--- src/core/vicr_cfg.svh ---
// offsets, field positions and reset values of the video input config bank
`ifndef VICR_CFG_SVH
`define VICR_CFG_SVH
// register indices, byte address is four times the index
`define VICR_IDX_INPUT_SOURCE_SELECT     8'h21
`define VICR_IDX_PICSTART  8'h22
`define VICR_IDX_LDELAY    8'h23
`define VICR_IDX_HELPER    8'h29
`define VICR_IDX_VGA       8'h2f
`define VICR_IDX_IRQ_STAT  8'h30
`define VICR_IDX_IRQ_MASK  8'h31
// input source select fields
`define VICR_LUMA_MSB      1
`define VICR_LUMA_LSB      0
`define VICR_CHROMA_BIT    2
`define VICR_IFC_MSB       4
`define VICR_IFC_LSB       3
`define VICR_CBW_MSB       6
`define VICR_CBW_LSB       5
`define VICR_NOTCH_BIT     7
`define VICR_LUMA_LOWPASS_BIT_BIT      8
`define VICR_PLL_MSB       10
`define VICR_PLL_LSB       9
`define VICR_DONE_BIT      11
// delay and vga fields
`define VICR_LUMA_CHROMA_DELAY_MSB      11
`define VICR_LUMA_CHROMA_DELAY_LSB      6
`define VICR_VGA_FREQ_MSB  1
`define VICR_VGA_FREQ_LSB  0
`define VICR_VGA_EN_BIT    2
// reset values
`define VICR_RST_INPUT_SOURCE_SELECT     12'h644
`define VICR_RST_PICSTART  12'h000
`define VICR_RST_ZERO      12'h000
`define VICR_HLP_LIMIT     12'h060
`define VICR_IFC_SECAM     2'h3
`endif

--- src/core/vicr_pkg.sv ---
// types shared by the video input config bank
package vicr_pkg;
    typedef logic [11:0] vicr_word_t;
    typedef enum logic [1:0] {
        VICR_PLL_KEEP,
        VICR_PLL_TERR,
        VICR_PLL_VCR,
        VICR_PLL_MIXED
    } vicr_pll_speed_t;
    typedef enum logic [1:0] {
        VICR_BW_NARROW,
        VICR_BW_NORMAL,
        VICR_BW_BROAD,
        VICR_BW_WIDE
    } vicr_chroma_bw_t;
endpackage

--- src/core/vicr_regs.sv ---
// control register bank of the video input path with avalon-mm slave
//
// Behaviour
// - writing input source select also pulses a re-init of the current standard.
// - luma source code 00/01/10/11 routes input three/two/one/four, default 00.
// - chroma source bit picks input one when clear and chroma input when set, default set.
// - if compensation code picks off, 6 dB/oct, 12 dB/oct, 10 dB/MHz, the last for secam only.
// - chroma bandwidth codes 0..3 are narrow, normal, broad, wide, default broad.
// - one bit picks adaptive or fixed secam notch, another enables luma lowpass, both default clear.
// - pll speed codes are keep, terrestrial, vcr, mixed, default mixed.
// - bit 11 of input select and vga control is written zero and set by the processor on completion.
// - a new picture start value takes effect only on standard update, input source select write or scaler mode write.
// - luma delay sits in the upper six bits, applied on standard update, lower six bits zero.
// - helper delay applies only in helper mode and shifts over a signed span of about 96 units.
// - vga line frequency code 0/1/2-3 picks 31.5/35.2/37.9 kHz with 2 percent pull-in.
// - while vga mode is disabled the line frequency field is forced to zero.
// - on reset every field takes its default value.
`timescale 1ns/10ps
`default_nettype none
`include "vicr_cfg.svh"

module vicr_regs
    import vicr_pkg::*;
(
    // clock and reset
    input  wire logic        ref_clk,
    input  wire logic        reset,
    // avalon-mm slave, byte address
    input  wire logic [9:0]  avs_address,
    input  wire logic        avs_read,
    input  wire logic        avs_write,
    input  wire logic [31:0] avs_writedata,
    output logic      [31:0] avs_readdata,
    output logic             avs_waitrequest,
    // processor side events
    input  wire logic        std_update,
    input  wire logic        scaler_mode_wr,
    input  wire logic        input_source_select_done,
    input  wire logic        vga_done,
    input  wire logic        std_is_secam,
    input  wire logic        helper_mode,
    // decoded controls
    output logic             std_reinit,
    output logic [3:0]       luma_input_sel,
    output logic             chroma_from_cin,
    output logic [1:0]       if_comp_mode,
    output vicr_chroma_bw_t  chroma_bw,
    output logic             fixed_notch,
    output logic             luma_lowpass_en,
    output vicr_pll_speed_t  line_pll_speed,
    output logic [11:0]      picture_start,
    output logic [5:0]       luma_delay,
    output logic [11:0]      helper_delay,
    output logic [2:0]       vga_line_freq_sel,
    output logic             pc_mode_en,
    // interrupt
    output logic             irq
);

    // ****************************************
    // bus slave
    // ****************************************
    logic       ack_ff;
    logic       req;
    logic       wr_take;
    logic [7:0] idx;

    assign req             = avs_read | avs_write;
    assign idx             = avs_address[9:2];
    // one wait cycle gives the read mux a full clock
    assign avs_waitrequest = req & ~ack_ff;
    assign wr_take         = avs_write & ack_ff;

    always_ff @(posedge ref_clk) begin
        if (reset) begin
            ack_ff <= 1'b0;
        end else begin
            ack_ff <= req & ~ack_ff;
        end
    end

    function automatic logic is_wr(input logic [7:0] i, input logic [7:0] r);
        is_wr = (i == r);
    endfunction

    logic wr_input_source_select;
    logic wr_pic;
    logic wr_luma_chroma_delay;
    logic wr_hlp;
    logic wr_vga;
    logic wr_stat;
    logic wr_mask;

    assign wr_input_source_select = wr_take & is_wr(idx, `VICR_IDX_INPUT_SOURCE_SELECT);
    assign wr_pic   = wr_take & is_wr(idx, `VICR_IDX_PICSTART);
    assign wr_luma_chroma_delay  = wr_take & is_wr(idx, `VICR_IDX_LDELAY);
    assign wr_hlp   = wr_take & is_wr(idx, `VICR_IDX_HELPER);
    assign wr_vga   = wr_take & is_wr(idx, `VICR_IDX_VGA);
    assign wr_stat  = wr_take & is_wr(idx, `VICR_IDX_IRQ_STAT);
    assign wr_mask  = wr_take & is_wr(idx, `VICR_IDX_IRQ_MASK);

    // ****************************************
    // input source select
    // ****************************************
    vicr_word_t input_source_select_ff;
    vicr_word_t wdata;

    assign wdata = avs_writedata[11:0];

    always_ff @(posedge ref_clk) begin
        if (reset) begin
            input_source_select_ff <= `VICR_RST_INPUT_SOURCE_SELECT;
        end else begin
            if (wr_input_source_select) begin
                input_source_select_ff <= wdata;
            end
            // completion set wins over the software zero
            if (input_source_select_done) begin
                input_source_select_ff[`VICR_DONE_BIT] <= 1'b1;
            end
        end
    end

    always_ff @(posedge ref_clk) begin
        if (reset) begin
            std_reinit <= 1'b0;
        end else begin
            std_reinit <= wr_input_source_select;
        end
    end

    logic [1:0] luma_code;
    logic [1:0] ifc_code;

    assign luma_code = input_source_select_ff[`VICR_LUMA_MSB:`VICR_LUMA_LSB];
    assign ifc_code  = input_source_select_ff[`VICR_IFC_MSB:`VICR_IFC_LSB];

    // one-hot order: input one, two, three, four
    always_comb begin
        unique case (luma_code)
            2'h0: luma_input_sel = 4'h4;
            2'h1: luma_input_sel = 4'h2;
            2'h2: luma_input_sel = 4'h1;
            2'h3: luma_input_sel = 4'h8;
        endcase
    end

    assign chroma_from_cin = input_source_select_ff[`VICR_CHROMA_BIT];
    // the per-mhz boost would distort pal/ntsc, so it falls back to off
    assign if_comp_mode    = (ifc_code == `VICR_IFC_SECAM && !std_is_secam)
                             ? 2'h0 : ifc_code;
    assign chroma_bw       = vicr_chroma_bw_t'(
                             input_source_select_ff[`VICR_CBW_MSB:`VICR_CBW_LSB]);
    assign fixed_notch     = input_source_select_ff[`VICR_NOTCH_BIT];
    assign luma_lowpass_en = input_source_select_ff[`VICR_LUMA_LOWPASS_BIT_BIT];
    assign line_pll_speed  = vicr_pll_speed_t'(
                             input_source_select_ff[`VICR_PLL_MSB:`VICR_PLL_LSB]);

    // ****************************************
    // picture start and luma delay
    // ****************************************
    vicr_word_t pic_ff;
    vicr_word_t pic_act_ff;
    logic [5:0] luma_chroma_delay_ff;
    logic [5:0] luma_chroma_delay_act_ff;
    logic       std_apply;
    logic       pic_apply;

    // an input select write re-inits the standard just as a standard write
    assign std_apply = std_update | wr_input_source_select;
    assign pic_apply = std_apply | scaler_mode_wr;

    always_ff @(posedge ref_clk) begin
        if (reset) begin
            pic_ff <= `VICR_RST_PICSTART;
        end else if (wr_pic) begin
            pic_ff <= wdata;
        end
    end

    always_ff @(posedge ref_clk) begin
        if (reset) begin
            pic_act_ff <= `VICR_RST_PICSTART;
        end else if (pic_apply) begin
            pic_act_ff <= pic_ff;
        end
    end

    always_ff @(posedge ref_clk) begin
        if (reset) begin
            luma_chroma_delay_ff <= 6'h00;
        end else if (wr_luma_chroma_delay) begin
            luma_chroma_delay_ff <= wdata[`VICR_LUMA_CHROMA_DELAY_MSB:`VICR_LUMA_CHROMA_DELAY_LSB];
        end
    end

    always_ff @(posedge ref_clk) begin
        if (reset) begin
            luma_chroma_delay_act_ff <= 6'h00;
        end else if (std_apply) begin
            luma_chroma_delay_act_ff <= luma_chroma_delay_ff;
        end
    end

    assign picture_start = pic_act_ff;
    assign luma_delay    = luma_chroma_delay_act_ff;

    // ****************************************
    // helper line delay
    // ****************************************
    vicr_word_t hlp_ff;
    vicr_word_t hlp_clamp;
    logic       hlp_neg;

    always_ff @(posedge ref_clk) begin
        if (reset) begin
            hlp_ff <= `VICR_RST_ZERO;
        end else if (wr_hlp) begin
            hlp_ff <= wdata;
        end
    end

    // limited span, out of range values saturate instead of wrapping
    assign hlp_neg = hlp_ff[11];
    always_comb begin
        hlp_clamp = hlp_ff;
        if (!hlp_neg && hlp_ff > `VICR_HLP_LIMIT) begin
            hlp_clamp = `VICR_HLP_LIMIT;
        end else if (hlp_neg && (12'h000 - hlp_ff) > `VICR_HLP_LIMIT) begin
            hlp_clamp = 12'h000 - `VICR_HLP_LIMIT;
        end
    end

    assign helper_delay = helper_mode ? hlp_clamp : 12'h000;

    // ****************************************
    // vga mode
    // ****************************************
    vicr_word_t vga_ff;

    always_ff @(posedge ref_clk) begin
        if (reset) begin
            vga_ff <= `VICR_RST_ZERO;
        end else begin
            if (wr_vga) begin
                vga_ff <= wdata;
            end
            // look at the enable being written, so an enabling write keeps
            // its frequency code instead of losing it to the force
            if (wr_vga ? !wdata[`VICR_VGA_EN_BIT]
                       : !vga_ff[`VICR_VGA_EN_BIT]) begin
                vga_ff[`VICR_VGA_FREQ_MSB:`VICR_VGA_FREQ_LSB] <= 2'h0;
            end
            if (vga_done) begin
                vga_ff[`VICR_DONE_BIT] <= 1'b1;
            end
        end
    end

    assign pc_mode_en = vga_ff[`VICR_VGA_EN_BIT];

    // one-hot: 31.5, 35.2, 37.9 khz; pll pulls in 2 percent around it
    always_comb begin
        unique case (vga_ff[`VICR_VGA_FREQ_MSB:`VICR_VGA_FREQ_LSB])
            2'h0:    vga_line_freq_sel = 3'h1;
            2'h1:    vga_line_freq_sel = 3'h2;
            default: vga_line_freq_sel = 3'h4;
        endcase
    end

    // ****************************************
    // interrupts
    // ****************************************
    logic [1:0] stat_ff;
    logic [1:0] mask_ff;

    always_ff @(posedge ref_clk) begin
        if (reset) begin
            stat_ff <= 2'h0;
        end else begin
            stat_ff <= (stat_ff & ~(wr_stat ? avs_writedata[1:0] : 2'h0))
                       | {vga_done, input_source_select_done};
        end
    end

    always_ff @(posedge ref_clk) begin
        if (reset) begin
            mask_ff <= 2'h0;
        end else if (wr_mask) begin
            mask_ff <= avs_writedata[1:0];
        end
    end

    assign irq = |(stat_ff & mask_ff);

    // ****************************************
    // read data
    // ****************************************
    logic [31:0] rd_mux;

    always_comb begin
        rd_mux = 32'h0;
        unique case (idx)
            `VICR_IDX_INPUT_SOURCE_SELECT:    rd_mux = {20'h0, input_source_select_ff};
            `VICR_IDX_PICSTART: rd_mux = {20'h0, pic_ff};
            `VICR_IDX_LDELAY:   rd_mux = {20'h0, luma_chroma_delay_ff, 6'h00};
            `VICR_IDX_HELPER:   rd_mux = {20'h0, hlp_ff};
            `VICR_IDX_VGA:      rd_mux = {20'h0, vga_ff[11], 8'h0,
                                          vga_ff[2:0]};
            `VICR_IDX_IRQ_STAT: rd_mux = {30'h0, stat_ff};
            `VICR_IDX_IRQ_MASK: rd_mux = {30'h0, mask_ff};
            default:            rd_mux = 32'h0;
        endcase
    end

    always_ff @(posedge ref_clk) begin
        if (reset) begin
            avs_readdata <= 32'h0;
        end else if (avs_read && !ack_ff) begin
            avs_readdata <= rd_mux;
        end
    end
endmodule
`default_nettype wire

--- config.mk ---
export PLATFORM = sky130hd
export DESIGN_NAME = vicr_regs
export DESIGN_NICKNAME = d
export VERILOG_FILES = /design/src/core/vicr_pkg.sv /design/src/core/vicr_regs.sv
export VERILOG_INCLUDE_DIRS = /design/src /design/src/core
export SDC_FILE = /design/constraint.sdc
export NUM_CORES = 1
export LEC_CHECK = 0
export BUFFER_PORTS_ARGS = -buffer_cell sky130_fd_sc_hd__buf_2
export CORE_MARGIN = 4
export CORE_UTILIZATION = 30
export DETAILED_ROUTE_END_ITERATION = 10
export GPL_ROUTABILITY_DRIVEN = 1
export PLACE_DENSITY_LB_ADDON = 0.2
export SETUP_SLACK_MARGIN = 0.05
export SLEW_MARGIN = 20
export SYNTH_ARGS = -nofsm -noshare
export SYNTH_HDL_FRONTEND = slang
export SYNTH_SLANG_ARGS = --single-unit
export TNS_END_PERCENT = 10
--- constraint.sdc ---
create_clock -name ref_clk -period 1.7 [get_ports ref_clk]
set_input_delay 0.085 -clock ref_clk [delete_from_list [all_inputs] [get_ports ref_clk]]
set_output_delay 0.085 -clock ref_clk [all_outputs]
set_load 0.05 [all_outputs]
==> results.toml <==
[synthesis]
synth_cells = 416
synth.top_cells.by_area = "sky130_fd_sc_hd__dfxtp_1, sky130_fd_sc_hd__mux2i_1, sky130_fd_sc_hd__nor2_1"
syn_avg_cell_area_sq_um = 9.53
post_synth_instance_area_sq_mm = 0.00397
synth_area_leader_cell = "sky130_fd_sc_hd__dfxtp_1"
ys_seq_elements = 82
post-synth-top-area-fraction = 0.414
post_synth_num_cell_types = 53
yosysSeqAreaShare = 0.414
async_reset_ff_frac = 0
yosys_warnings = 0
synth_enable_flop_cells = 0
yosys_most_used_dff = "sky130_fd_sc_hd__dfxtp_1"

[clocking]
tritoncts_clock_tree = "built"
cts-root-to-sink-buffers = 2
numClockSinks = 82
clkLatencyLatePin_ns = 0.34
ctsRootBufferMaster = "sky130_fd_sc_hd__clkbuf_16"
cts.reportedPaths.clkPinSlew_ns = 0.06
cts_made_buffers = 9
number_of_h_tree_levels = 3

[route]
avgRoutedWirePerCell_microns = 15.9
post_dr_vias_cell = 4.71
dr.first_iter.drc_count = 120
wirelength_mm = 11.1
drt_drc_violations_left = 0
overall_via_count_from_detail_route = 3285
detail-route-antenna-nets = 0
drt_pass1_iterations = 5

[die]
die_area_sq_mm = 0.0151
num_rows = 41
die_w_microns = 123
design.core.area_sq_mm = 0.0128
number_of_placed_i_o_pins = 134
initial_utilization = 0.310
die_y_microns = 123

[global_routing]
grt_max_degree = 62
antenna_found_initial = 0
grt_overflow = 0
grt_total_usage = 0.151
grt_pass1_vias = 3209
grt_pass1_wl_mm = 17.3

[place]
preCtsSetupSlack_ns = -0.0694
hpwlAfterDp_mm = 8.40
io_buffers = 91
place.gp.congestion = 0.774
place_area_sq_mm = 0.00472

[pwr]
cellPowerDensity_mw_per_mm2 = 854
swShare = 0.241
post-layout-total-power_mw = 4.33
power.combinational.fraction = 0.090
power.switching_mw = 1.04
leakagePower_nw = 2.42
internal-power_mw = 3.29
seq_power_share = 0.447
clock_power_share = 0.462
worst_ir_drop_vdd_mv = 0.638

[sta]
finalCriticalPeriod_ns = 2.01
timing.setup.tns_ns = -1.60
fmaxAchievable_mhz = 498
tightest_slew_ns = 0.621
slew_violations = 0
final.period_utilization = 1.18
max_clock_skew_ns = 0.00897
rsz_0062_raised_after_global_routing = "true"
setup_viol_count_final = 6
final.setup.worst_slack_ns = -0.309
worst_slew_margin_rel = 0.586
hold_violations = 0

[setup_path]
path_class = "register to output pin"
critical_path.endpoint_type = "output pin"
timing.critical_path.arrival_ns = 1.92
crit_start = "hlp_ff[1]"
worst_ep_required_time_ns = 1.62
rr_startpoint = "ack_ff"
worstPathMaxFanout = 5
setup.worst_path.start_class = "register"

[finish]
syn_to_final_growth_pct = 28.0
most_frequent_cells_in_the_layout = "sky130_fd_sc_hd__buf_2, sky130_fd_sc_hd__dfxtp_1, sky130_fd_sc_hd__nor2_1, sky130_fd_sc_hd__mux2i_1, sky130_fd_sc_hd__buf_4"
multiInputGateArea_sq_mm = 0.00209
diodes = 0
layout_commonest_cell = "sky130_fd_sc_hd__buf_2"
share_of_layout_cells_above_drive_strength_1 = 0.305
sequential_cell_area_sq_mm = 0.00164
post-route-cell-area_sq_mm = 0.00507
final_nets = 573
nFillCells = 1265

[hold_path]
min-delay-start = "avs_writedata[5]"
hp-class = "input port to register"

[run_status]
failing_checks = "negative setup slack"
status = "finished with violations"

[job]
number_of_maximum_capacitance_violations = 0
[per-layer routing]
metal,up-vias,global-route usage,wire [microns]
met3,9,0.0448,800
met4,0,0.0441,116
met5,-,0,0
met1,1530,0.217,5340
met2,104,0.219,4830
li1,1642,-,-
[metrics by stage]
stage / hold slack (ns) / cells / util
global placement: 0.362 / 682 / 0.369
floorplan: 0.194 / 435 / -
finish: 0.0162 / 697 / 0.397
detailed placement: 0.360 / 682 / 0.369
CTS: 0.00558 / 697 / 0.396
global route: 0.0205 / 697 / 0.397
[cells by family after synthesis]
family	Yosys count	synth area share
flops	82	0.414
mux	76	0.192
simple gates	144	0.197
buf+inv	57	0.0833
other cells	1	0.000946
compound gates	56	0.113
[area by class of cell]
| class | count | share of cell area |
|---|---|---|
| multi-input cells | 296 | 0.412 |
| flip-flops and latches | 82 | 0.324 |
| repair buffers | 125 | 0.157 |
| clock buffers | 13 | 0.0533 |
| well taps | 172 | 0.0424 |
| clock inverters | 2 | 0.00691 |
| inverters | 7 | 0.00518 |
[cells in the mapped netlist, types with 5 or more instances]
library cell                number
sky130_fd_sc_hd__nand2_1        11
sky130_fd_sc_hd__and2_1          7
sky130_fd_sc_hd__nand3_1         8
sky130_fd_sc_hd__buf_2           9
sky130_fd_sc_hd__o22ai_1         5
sky130_fd_sc_hd__mux2i_1        74
sky130_fd_sc_hd__nor2_1         77
sky130_fd_sc_hd__inv_1           7
sky130_fd_sc_hd__buf_4          26
sky130_fd_sc_hd__o2bb2ai_1       5
sky130_fd_sc_hd__dfxtp_1        82
sky130_fd_sc_hd__and3b_1         5
sky130_fd_sc_hd__a22o_1          8
sky130_fd_sc_hd__nor2b_1         7
sky130_fd_sc_hd__a21oi_1         6
sky130_fd_sc_hd__clkbuf_1       12
[worst paths after layout]
| kind | end | slack [ns] | depth (start not counted) |
|---|---|---|---|
| worst max-delay path | helper_delay[4] | -0.31 | 5 |
| worst min-delay path | input_source_select_ff[5] | 0.02 | 3 |
| worst max register to register | pic_ff[3] | 0.23 | 6 |
| worst min register to register | avs_readdata[1] | 0.45 | 2 |
[repair_timing]
action | in CTS | in global routing
setup buffers | 0 | 0
gates resized for setup | 12 | 4
hold buffers | 0 | 0
cloned | 0 | 0
pin swaps | 0 | 1
setup endpoints to repair | 7 | 29
[power by group through the flow]
stage	logic [mW]	clock network (mW)	registers, mW
6_report	0.391	2.00	1.94
5_1_grt	0.422	2.14	1.94
4_1_cts	0.392	2.06	1.94
3_5_place_dp	0.391	0	1.98
3_3_place_gp	0.388	0	1.98
2_1_floorplan	0.294	0	1.98
[critical path: stages, from the launching register on]
cell and delay, ns:
sky130_fd_sc_hd__dfxtp_1 0.30, sky130_fd_sc_hd__or4_1 0.52, sky130_fd_sc_hd__o211ai_1 0.21, sky130_fd_sc_hd__a22oi_2 0.12, sky130_fd_sc_hd__and3b_1 0.26, sky130_fd_sc_hd__buf_6 0.16
[flip-flops by register name (all words and copies together) (netlist names), 4 cells and up]
register,flops
avs_readdata,12
vga_ff,4
hlp_ff,12
luma_delay,6
pic_ff,12
luma_chroma_delay_ff,6
picture_start,12
input_source_select_ff,12
Note: power is estimated with default switching activity, not from simulation.
